<file path="src/rtl/bsram_consts.svh">
// offsets, field positions and reset values of the byte-select sram interface
`ifndef BSRAM_CONSTS_SVH
`define BSRAM_CONSTS_SVH
`define BSRAM_AWIDTH        8
`define BSRAM_OFS_WAIT_CTRL 8'h00
`define BSRAM_OFS_STATUS    8'h04
`define BSRAM_BIT_SCHEME    0
`define BSRAM_POS_SETUP     2
`define BSRAM_POS_ACCESS    4
`define BSRAM_POS_HOLD      8
`define BSRAM_WAIT_CTRL_RST 32'h0000_0000
`define BSRAM_BIT_BUSY      0
`define BSRAM_BIT_STROBE    1
`endif

</file>
<file path="src/rtl/bsram_pkg.sv">
// types shared by the byte-select sram interface
package bsram_pkg;
	typedef enum logic [4:0] {
		ST_IDLE   = 5'b00001,
		ST_SETUP  = 5'b00010,
		ST_STROBE = 5'b00100,
		ST_HOLD   = 5'b01000,
		ST_DONE   = 5'b10000
	} state_t;
	typedef struct packed {
		logic        write;
		logic        word;
		logic [23:0] addr;
		logic [15:0] wdata;
	} access_t;
	typedef struct packed {
		logic        cs_n;
		logic        rd_n;
		logic        rw_n;
		logic        ub_n;
		logic        lb_n;
		logic [23:0] addr;
		logic [15:0] dq_o;
		logic        dq_oe;
	} sram_pins_t;
	typedef struct packed {
		logic       scheme;
		logic [1:0] setup;
		logic [3:0] access;
		logic [1:0] hold;
	} wait_cfg_t;
endpackage : bsram_pkg

</file>
<file path="src/rtl/byte_select_sram_interface.sv">
// sram access engine with upper and lower byte selects on a 16-bit bus
`timescale 1ns/10ps
`default_nettype none
`include "bsram_consts.svh"

// Notes on behaviour
// - drive 16-bit data, separate upper/lower selects
// - scheme 0 writes time like ordinary space
// - scheme 0 reads also assert byte selects
// - scheme 0 data framed around select strobes
// - scheme 1 write strobe is read/write pin
// - scheme 1 data held hold-wait cycles after
// - software waits lengthen setup, strobe and hold phases
module byte_select_sram_interface (
	input  wire logic                      CORE_CLK,
	input  wire logic                      RST_N,
	input  wire logic [`BSRAM_AWIDTH-1:0]  REG_ADDR,
	input  wire logic [31:0]               REG_WDATA,
	input  wire logic                      REG_WR,
	input  wire logic                      REG_RD,
	output logic      [31:0]               REG_RDATA,
	input  wire logic                      REQ,
	input  wire bsram_pkg::access_t        REQ_CMD,
	output logic                           BUSY,
	output logic                           ACK,
	output logic      [15:0]               RDATA,
	output bsram_pkg::sram_pins_t          SRAM_OUT,
	input  wire logic [15:0]               DQ_IN
);
	import bsram_pkg::*;

	// ----------------------------------------------------------------
	// register slave
	// ----------------------------------------------------------------
	wait_cfg_t   cfg_q;
	logic [31:0] rdata_q;
	state_t      state_q;
	state_t      state_d;
	logic [3:0]  cnt_q;
	logic [3:0]  cnt_d;
	access_t     op_q;
	sram_pins_t  pins_q;
	logic [15:0] rd_q;
	logic        ack_q;
	logic        busy_q;

	wire sel_ctrl = (REG_ADDR == `BSRAM_OFS_WAIT_CTRL);
	wire sel_stat = (REG_ADDR == `BSRAM_OFS_STATUS);
	wire [31:0] ctrl_view = {22'h0, cfg_q.hold, cfg_q.access, cfg_q.setup, 1'b0, cfg_q.scheme};
	wire [31:0] stat_view = {30'h0, (state_q == ST_STROBE), busy_q};
	wire [31:0] rd_mux = sel_ctrl ? ctrl_view : (sel_stat ? stat_view : 32'h0);
	// reset image of the control word, split into its fields below
	wire [31:0] ctrl_rst = `BSRAM_WAIT_CTRL_RST;

	// configuration write and one-cycle read answer
	always_ff @(posedge CORE_CLK) begin
		if (!RST_N) begin
			cfg_q.scheme <= ctrl_rst[`BSRAM_BIT_SCHEME];
			cfg_q.setup  <= ctrl_rst[`BSRAM_POS_SETUP +: 2];
			cfg_q.access <= ctrl_rst[`BSRAM_POS_ACCESS +: 4];
			cfg_q.hold   <= ctrl_rst[`BSRAM_POS_HOLD +: 2];
			rdata_q <= 32'h0;
		end else begin
			if (REG_WR && sel_ctrl) begin
				cfg_q.scheme <= REG_WDATA[`BSRAM_BIT_SCHEME];
				cfg_q.setup  <= REG_WDATA[`BSRAM_POS_SETUP +: 2];
				cfg_q.access <= REG_WDATA[`BSRAM_POS_ACCESS +: 4];
				cfg_q.hold   <= REG_WDATA[`BSRAM_POS_HOLD +: 2];
			end
			rdata_q <= REG_RD ? rd_mux : 32'h0;
		end
	end

	// ----------------------------------------------------------------
	// access sequencer
	// ----------------------------------------------------------------
	wire take = (state_q == ST_IDLE) && REQ;
	wire cnt_zero = (cnt_q == 4'h0);
	wire [3:0] setup_ld = {2'h0, cfg_q.setup};
	wire [3:0] hold_ld = {2'h0, cfg_q.hold} - 4'h1;

	// phase walk, wait counts taken from the control register
	always_comb begin
		state_d = state_q;
		cnt_d   = cnt_q;
		case (state_q)
			ST_IDLE: begin
				if (REQ) begin
					state_d = ST_SETUP;
					cnt_d   = setup_ld;
				end
			end
			ST_SETUP: begin
				if (cnt_zero) begin
					state_d = ST_STROBE;
					cnt_d   = cfg_q.access;
				end else begin
					cnt_d = cnt_q - 4'h1;
				end
			end
			ST_STROBE: begin
				if (!cnt_zero) begin
					cnt_d = cnt_q - 4'h1;
				end else if (cfg_q.hold != 2'h0) begin
					state_d = ST_HOLD;
					cnt_d   = hold_ld;
				end else begin
					state_d = ST_DONE;
				end
			end
			ST_HOLD: begin
				if (cnt_zero) begin
					state_d = ST_DONE;
				end else begin
					cnt_d = cnt_q - 4'h1;
				end
			end
			ST_DONE: begin
				state_d = ST_IDLE;
			end
			default: begin
				state_d = ST_IDLE;
				cnt_d   = 4'h0;
			end
		endcase
	end

	// ----------------------------------------------------------------
	// pin decode from the next phase, so pins come from flops
	// ----------------------------------------------------------------
	access_t op_d;
	assign op_d = take ? REQ_CMD : op_q;
	wire in_acc = (state_d == ST_SETUP) || (state_d == ST_STROBE) || (state_d == ST_HOLD);
	wire strobe = (state_d == ST_STROBE);
	wire wr = op_d.write;
	wire lane_u = op_d.word || !op_d.addr[0];
	wire lane_l = op_d.word || op_d.addr[0];
	wire sel_on = cfg_q.scheme ? in_acc : strobe;
	wire rw_on = cfg_q.scheme ? (strobe && wr) : (in_acc && wr);
	wire [15:0] lane_data = op_d.word ? op_d.wdata : {op_d.wdata[7:0], op_d.wdata[7:0]};
	sram_pins_t pins_d;
	assign pins_d.cs_n  = !in_acc;
	assign pins_d.rd_n  = !(strobe && !wr);
	assign pins_d.rw_n  = !rw_on;
	assign pins_d.ub_n  = !(sel_on && lane_u);
	assign pins_d.lb_n  = !(sel_on && lane_l);
	assign pins_d.addr  = op_d.addr;
	assign pins_d.dq_o  = lane_data;
	assign pins_d.dq_oe = in_acc && wr;

	// byte reads return on the low half
	wire [15:0] rd_pick = op_q.word ? DQ_IN : {8'h0, (op_q.addr[0] ? DQ_IN[7:0] : DQ_IN[15:8])};
	wire rd_cap = (state_q == ST_STROBE) && cnt_zero && !op_q.write;

	// state, operation, pins and answer flops
	always_ff @(posedge CORE_CLK) begin
		if (!RST_N) begin
			state_q <= ST_IDLE;
			cnt_q   <= 4'h0;
			op_q    <= '0;
			pins_q  <= '{cs_n: 1'b1, rd_n: 1'b1, rw_n: 1'b1, ub_n: 1'b1, lb_n: 1'b1,
				addr: 24'h0, dq_o: 16'h0, dq_oe: 1'b0};
			rd_q    <= 16'h0;
			ack_q   <= 1'b0;
			busy_q  <= 1'b0;
		end else begin
			state_q <= state_d;
			cnt_q   <= cnt_d;
			op_q    <= op_d;
			pins_q  <= pins_d;
			rd_q    <= rd_cap ? rd_pick : rd_q;
			ack_q   <= (state_d == ST_DONE);
			busy_q  <= (state_d != ST_IDLE);
		end
	end

	assign REG_RDATA = rdata_q;
	assign SRAM_OUT  = pins_q;
	assign RDATA     = rd_q;
	assign ACK       = ack_q;
	assign BUSY      = busy_q;

	// ----------------------------------------------------------------
	// checks
	// ----------------------------------------------------------------
	logic [3:0] hcnt_q;
	logic [4:0] scnt_q;

	// helper counters for hold and strobe lengths
	always_ff @(posedge CORE_CLK) begin
		if (!RST_N) begin
			hcnt_q <= 4'h0;
			scnt_q <= 5'h0;
		end else begin
			hcnt_q <= (pins_q.dq_oe && pins_q.rw_n) ? hcnt_q + 4'h1 : 4'h0;
			scnt_q <= !pins_q.rd_n ? scnt_q + 5'h1 : 5'h0;
		end
	end

	chk_drive_in_cs: assert property (@(posedge CORE_CLK) disable iff (!RST_N)
		pins_q.dq_oe |-> !pins_q.cs_n) else $error("data driven outside chip select");
	chk_normal_write: assert property (@(posedge CORE_CLK) disable iff (!RST_N)
		(!cfg_q.scheme && pins_q.dq_oe) |-> !pins_q.rw_n) else $error("scheme 0 write strobe gap");
	chk_read_selects: assert property (@(posedge CORE_CLK) disable iff (!RST_N)
		(!cfg_q.scheme && !pins_q.rd_n) |-> (!pins_q.ub_n || !pins_q.lb_n))
		else $error("read without byte select");
	chk_select_framing: assert property (@(posedge CORE_CLK) disable iff (!RST_N)
		(!cfg_q.scheme && !pins_q.rw_n && $fell(pins_q.ub_n && pins_q.lb_n))
		|-> pins_q.dq_oe && $past(pins_q.dq_oe)) else $error("select not framed by data");
	chk_rw_strobe: assert property (@(posedge CORE_CLK) disable iff (!RST_N)
		(cfg_q.scheme && $fell(pins_q.rw_n))
		|-> (pins_q.dq_oe && (!$past(pins_q.ub_n) || !$past(pins_q.lb_n))))
		else $error("scheme 1 strobe without select or data");
	chk_hold_length: assert property (@(posedge CORE_CLK) disable iff (!RST_N)
		(cfg_q.scheme && $fell(pins_q.dq_oe)) |-> (hcnt_q == {2'h0, cfg_q.hold}))
		else $error("write data hold length wrong");
	chk_strobe_wait: assert property (@(posedge CORE_CLK) disable iff (!RST_N)
		$rose(pins_q.rd_n) |-> (scnt_q == {1'b0, cfg_q.access} + 5'h1))
		else $error("read strobe length wrong");
	chk_lane_select: assert property (@(posedge CORE_CLK) disable iff (!RST_N)
		(!pins_q.cs_n && !op_q.word) |-> (pins_q.ub_n || pins_q.lb_n))
		else $error("byte access asserted both selects");
endmodule // byte_select_sram_interface

`default_nettype wire

</file>
<file path="config.mk">
export PLATFORM = sky130hd
export DESIGN_NAME = byte_select_sram_interface
export DESIGN_NICKNAME = d
export VERILOG_FILES = /design/src/rtl/bsram_pkg.sv /design/src/rtl/byte_select_sram_interface.sv
export VERILOG_INCLUDE_DIRS = /design/src /design/src/rtl
export SDC_FILE = /design/constraint.sdc
export NUM_CORES = 1
export LEC_CHECK = 0
export ABC_AREA = 1
export BUFFER_PORTS_ARGS = -buffer_cell sky130_fd_sc_hd__buf_2
export CAP_MARGIN = 20
export CORE_MARGIN = 3
export CORE_UTILIZATION = 30
export DETAILED_ROUTE_END_ITERATION = 16
export GPL_TIMING_DRIVEN = 1
export SETUP_SLACK_MARGIN = 0.5
export SLEW_MARGIN = 15
export SYNTH_ARGS = -nofsm -noshare
export SYNTH_HDL_FRONTEND = slang
export SYNTH_SLANG_ARGS = --single-unit
</file>
<file path="constraint.sdc">
create_clock -name CORE_CLK -period 1.57 [get_ports CORE_CLK]
set_input_delay 0.157 -clock CORE_CLK [delete_from_list [all_inputs] [get_ports CORE_CLK]]
set_output_delay 0.157 -clock CORE_CLK [all_outputs]
set_load 0.01 [all_outputs]
</file>
==> metrics.txt, run 1 <==
outcome completed; first drt pass iteration count 5; Fmax 660 MHz; Wirelength per Cell approximately 13 um; Mapped Avg Cell Area about 7.4 sq um; number of nets in the layout 900; register area share after synthesis about 44%; CTS tree built; share of cells above drive strength 1 42.8%; via count 4300; most common cell after layout, fill and taps aside buf_2; CTS Buffer Depth 2; DP Worst Slack -0.0360 ns; PortBufs ~150; total wire length roughly 12000 um; die area 17000 sq um; initial antenna violation count 1; Inst Count DP 937; commonest cells after routing, fill and taps aside buf_2 (152), nand2_1 (126), dfxtp_1 (94), inv_1 (56), nor2_1 (42); Placed Area between 5000 and 6000 sq um; Tcrit/Tclk final 96.5%; clk_skew 0.00507 ns; Worst EP arrival roughly 1.8 ns; final core occ roughly 45%; Setup Viol. Count Final 0; final setup margin 0.0551 ns; initial drt markers 150; Vias per Instance ~4.4; H-tree Lvls 3; Worst setup EP type flop; area leader, netlist dfxtp_1; first-pass GRT wire length between 15000 and 20000 um; clock-pin slew on the worst setup and hold paths approximately 0.070 ns; Period minus WS final between 1.5 and 2 ns; Synth Instances 630; global placer's final weighted congestion ~0.89; Ys Warns 0; largest net degree at the start of global routing 33; Hold Crit Depth 3; Initial Util 31.3%; critical path class flop to flop; RSZ-0062 raised after global routing yes; crit path max fanout 15; Hold Vio Cnt, Final 0; die height around 130 um; Critical Path RT 1.81 ns; peak supply drop 0.639 mV; GRT Overall Usage between 10 and 15%; Worst Hold Slack roughly 0.052 ns; worst skew pair latency around 0.34 ns; Die Span X 130 um; Pwr Total 6.92 mW; fin area 6630 sq um; TritonCTS buffer count 9; Static Leak approximately 3.3 nW; Worst Tran Pin Value just over 0.6 ns; CTS Sinks just over 100; Seq cells post-synth approximately 100; Hold WC Path Type input port to flop; Final Non-Filler Cells roughly 980; drc violations 0; dpl hpwl about 8700 um; Worst Reg-to-Reg Cells 8; Synth area leaders dfxtp_1 (44%), nand2_1 (13%), buf_4 (8.9%); Root Buffer clkbuf_16; Mapped Area 4640 sq um; number of library cell types mapped by synthesis 32; share of the synthesized area in the top cell type 44.0%; Ant. Diodes 0; total global routing overflow 0; Core ar. around 15000 sq um; Worst slew margin 58.8%; I/O pin cnt approximately 200; Pwr Density around 1000 nW/um^2; vias in the first global route 3793; maxcap violations 0; CP Launch Type flop; cell row count 44; Final Max Slew Viols 0; Fin Setup TNS 0 ns; Post-CTS Hold Fix Bufs 0; ANT nets after route 0; area grow syn2layout 42.9%
[registers in the layout (all words and copies together), names as in the netlist]
name       cells
cnt_q          4
BUSY           1
REG_RDATA     10
cfg_q          9
op_q          18
ACK            1
state_q        5
SRAM_OUT      38
RDATA         16
[critical path, cell delays in order (launching register included)]
cell and delay (ns):
dfxtp_4 0.36, nor3_4 0.23, nand3_4 0.18, buf_12 0.19, or2_1 0.22, o21ai_2 0.07
nand2_1 0.06, nand2_1 0.06, inv_1 0.04
[worst paths after layout]
check                   start            to  slack (ns)
setup / recovery   state_q[1]  SRAM_OUT[12]        0.06
hold / removal    REQ_CMD[38]  SRAM_OUT[39]        0.05
hold reg to reg      RDATA[1]      RDATA[1]        0.44
setup reg to reg   state_q[1]  SRAM_OUT[12]        0.06
[synthesized netlist by cell type (all sizes together)]
master  count
nor3        1
dfxtp     102
nand3b      9
o21ai      35
clkbuf     11
nand3      31
nor2       56
ha          4
nand2     167
o22ai       1
or2        17
nor4        1
a21oi      54
nand4       5
conb        1
inv        66
clkinv      1
buf        67
a21o        1
[layer usage]
| metal | vias up | global-route usage [%] | routed length, um | part of all wire, % |
|---|---|---|---|---|
| li1 | 2222 | - | - | - |
| met4 | 2 | 5.26 | 135 | 1.1 |
| met2 | 116 | 23.1 | 5970 | 48 |
| met1 | 1947 | 18.4 | 5620 | 45 |
| met3 | 13 | 3.32 | 740 | 5.9 |
| met5 | - | 0 | 13 | 0.10 |
[cell type report]
class                           count  area, sq um
Sequential cell                   102         2050
Multi-Input combinational cell    404         2330
Clock inverter                      6          134
Timing Repair Buffer              209         1400
Clock buffer                        9          225
Tap cell                          184          230
Inverter                           67          256
Fill cell                        1522         8180
[where the power goes]
part | switching (mW) | total [mW] | internal, mW
Sequential | 0.0655 | 2.81 | 2.74
Combinational | 0.755 | 1.41 | 0.654
Clock | 0.990 | 2.70 | 1.71
[logic make-up after synthesis]
group	share of synthesized area, %
AOI/OAI and AO/OA	10.5
and+or+nand+nor	27.7
buffers and inverters	16.6
adders and majority gates	1.08
other	0.0808
DFF	44.0
[what timing repair did]
item,CTS,global route
setup endpoints to repair,84,85
pin swaps,24,27
gates resized for setup,76,72
gates cloned,4,0
buffers inserted,23,2
(Power assumes the default switching activity.)
==> inputs of run 2 (changes only) <==
--- a/config.mk
+++ b/config.mk
@@ -6,7 +6,6 @@
 export SDC_FILE = /design/constraint.sdc
 export NUM_CORES = 1
 export LEC_CHECK = 0
-export ABC_AREA = 1
 export BUFFER_PORTS_ARGS = -buffer_cell sky130_fd_sc_hd__buf_2
 export CAP_MARGIN = 20
 export CORE_MARGIN = 3
==> run 2 against run 1 <==
Routed wire length rose by 2.6%. Critical path depth grew 1. Total power decreased by 3.9%. The flow now finishes with violations (negative setup slack). Sequential power barely moved. Non-clock buffer count rose by 27. Maximum frequency fell by 15%. Setup slack got worse by 0.26 ns. Clock power down 14%. Largest cell class unchanged. First-iteration DRC count decreased by 45%. Die area shrank 4.0%. Worst hold slack lost 0.0069 ns.
==> metrics.txt, run 2 <==
initial drt markers 83; Mapped Area 4440 sq um; Synth Area in Compound Gates 15.9%; CP Launch Type flop; maxcap violations 0; CTS Buffer Depth 2; Seq cells post-synth between 100 and 150; Post-synth EDFFs 0; multiplexer share of the synthesized area between 5 and 6%; number of nets in the layout around 790; Fin Setup TNS -9.11 ns; Hold EP SRAM_OUT[19]; Hold Path Origin REQ_CMD[18]; CTS tree built; Core ar. 14200 sq um; PortBufs ~150; number of library cell types mapped by synthesis 55; worst skew pair latency between 0.3 and 0.4 ns; Post-synth top flop dfxtp_1; outcome finished, violations left; vias in the first global route roughly 4000; Worst Reg-to-Reg Cells 9; Synth area leaders dfxtp_1 (46%), buf_4 (10%), nand2_1 (7.6%); Hold Crit Depth 3; Vias per Instance approximately 4.6; leading cell types by count after synthesis dfxtp_1 (102), nand2_1 (90), buf_4 (59); ys async rst share 0%; clk_skew between 0.006 and 0.007 ns; Fillers 1295; Setup Viol. Count Final between 60 and 70; commonest cells after routing, fill and taps aside buf_2 (152), dfxtp_1 (92), nand2_1 (65), buf_4 (42), nor2_1 (30); Hold Vio Cnt, Final 0; failing checks negative setup slack; max incr delay on CP between 0.3 and 0.4 ns; register area share after synthesis between 40% and 50%; dpl hpwl around 8900 um; first drt pass iteration count 4; Pwr Density between 900 and 1000 nW/um^2; Ys Warns 0; cell row count 43; peak supply drop approximately 0.50 mV; worst r2r src state_q[3]; GRT Overall Usage 15.5%; share of cells above drive strength 1 a little under three fifths; DP Worst Slack -0.221 ns; Tcrit/Tclk final 113%; largest family of logic cells by synthesized area simple AND/OR/NAND/NOR gates; Crit Reg-Reg Endpoint SRAM_OUT[18]; most frequent CP cell buf_12; die height between 100 and 150 um; RSZ-0062 raised after global routing yes; final setup margin -0.203 ns; Critical Path RT 1.85 ns; max FFs per register 38; Wirelength per Cell 14.8 um; area grow syn2layout 57.0%; Post-CTS Hold Fix Bufs 0; total wire length ~13000 um; Mapped Avg Cell Area 9.05 sq um; first-pass GRT wire length between 20000 and 25000 um; Hold WC Path Type input port to flop; CTS Sinks 102; global placer's final weighted congestion ~0.85; Final Max Slew Viols 0; Ant. Diodes 0; share of the synthesized area in the top cell type a little under half; H-tree Lvls 3; CP Cell Sequence nor4b_4 -> and3_4 -> buf_12 -> buf_12 -> buf_12 -> buf_12 -> buf_16 -> nand2_2 -> a21oi_2; simple-gate share of the synthesized area between 15 and 20%; Fmax approximately 560 MHz; critical path class flop to flop; I/O pin cnt 199; drc violations 0; total global routing overflow 0; Static Leak about 3.1 nW; TritonCTS buffer count 9; Synth Instances 491; area leader, netlist dfxtp_1; Initial Util between 30% and 40%; via count 3960; ANT nets after route 0; crit path max fanout 6; area share of fa/ha/maj cells after synthesis ~1.1%; clock-pin slew on the worst setup and hold paths around 0.06 ns; Worst EP arrival roughly 2.1 ns; Period minus WS final around 1.8 ns; cell with the most instances after synthesis dfxtp_1; largest net degree at the start of global routing 40; slowest stage cell, crit path dfxtp_4; Die Span X approximately 130 um; most common cell after layout, fill and taps aside buf_2; Root Buffer clkbuf_16; post-synthesis xor/xnor area fraction 0.394%; FF-to-FF setup slack -0.20 ns; initial antenna violation count 0; Worst setup EP type flop; die area approximately 16000 sq um
run 2: worst max-delay path: cells and delay by family (launching register included):
kind,cells,cell delay (ns)
compound gates,1,0.11
simple gates,3,0.64
flops,1,0.36
buf+inv,5,0.59
run 2: logic make-up (layout without fill, tap and decap cells):
family	Yosys count	after routing
simple gates	177	178
flops	102	102
compound gates	94	94
buf+inv	88	259
mux	23	23
fa+ha+maj	4	4
xor+xnor	2	2
other cells	1	22
run 2: power breakdown:
group / leakage (nW) / switching [mW] / internal, mW
logic: 2.13 / 0.735 / 0.798
registers: 0.836 / 0.0759 / 2.72
clock network: 0.146 / 0.938 / 1.39
run 2: per-layer routing:
| metal | routed length, um | global-route usage, % |
|---|---|---|
| met4 | 250 | 4.99 |
| met1 | 5690 | 20.1 |
| met2 | 5960 | 25.3 |
| met5 | 0 | 0 |
| met3 | 892 | 4.17 |
run 2: timing repair:
action                                  4_1_cts  5_1_grt
pin swaps                                    32       45
gates resized for setup                      81       62
cloned                                        7        0
endpoints found under the setup margin       85       85
buffers inserted                             20        8
run 2: worst max-delay path by stage:
stage               startpoint      endpoint  slack (ns)  depth (start not counted)
floorplan             cnt_q[1]     RDATA[15]       -0.11                          8
global placement      cfg_q[1]      cnt_q[1]       -0.17                          8
detailed placement    cnt_q[1]      cnt_q[2]       -0.22                          8
CTS                 state_q[0]      cnt_q[2]       -0.21                          6
global route          cfg_q[0]      cnt_q[1]       -0.32                          8
finish              state_q[3]  SRAM_OUT[18]       -0.20                          9
run 2: cell type report:
cell class	count	area (sq um)	area share, %
Clock inverter	4	72.6	1.04
Clock buffer	11	233	3.34
Multi-Input combinational cell	323	2570	36.9
Inverter	8	33.8	0.484
Timing Repair Buffer	236	1770	25.4
Tap cell	180	225	3.23
Sequential cell	102	2060	29.6
run 2: per-stage QoR:
stage	power (mW)	area, sq um	hold slack [ns]	cells	utilization [%]
2_1_floorplan	3.59	4790	0.226	512	-
3_3_place_gp	3.87	5610	0.395	814	39.5
3_5_place_dp	3.89	5610	0.400	814	39.5
4_1_cts	6.61	6640	0.0282	856	46.7
5_1_grt	6.97	6970	0.0382	864	49.1
6_report	6.65	6970	0.0456	864	49.1
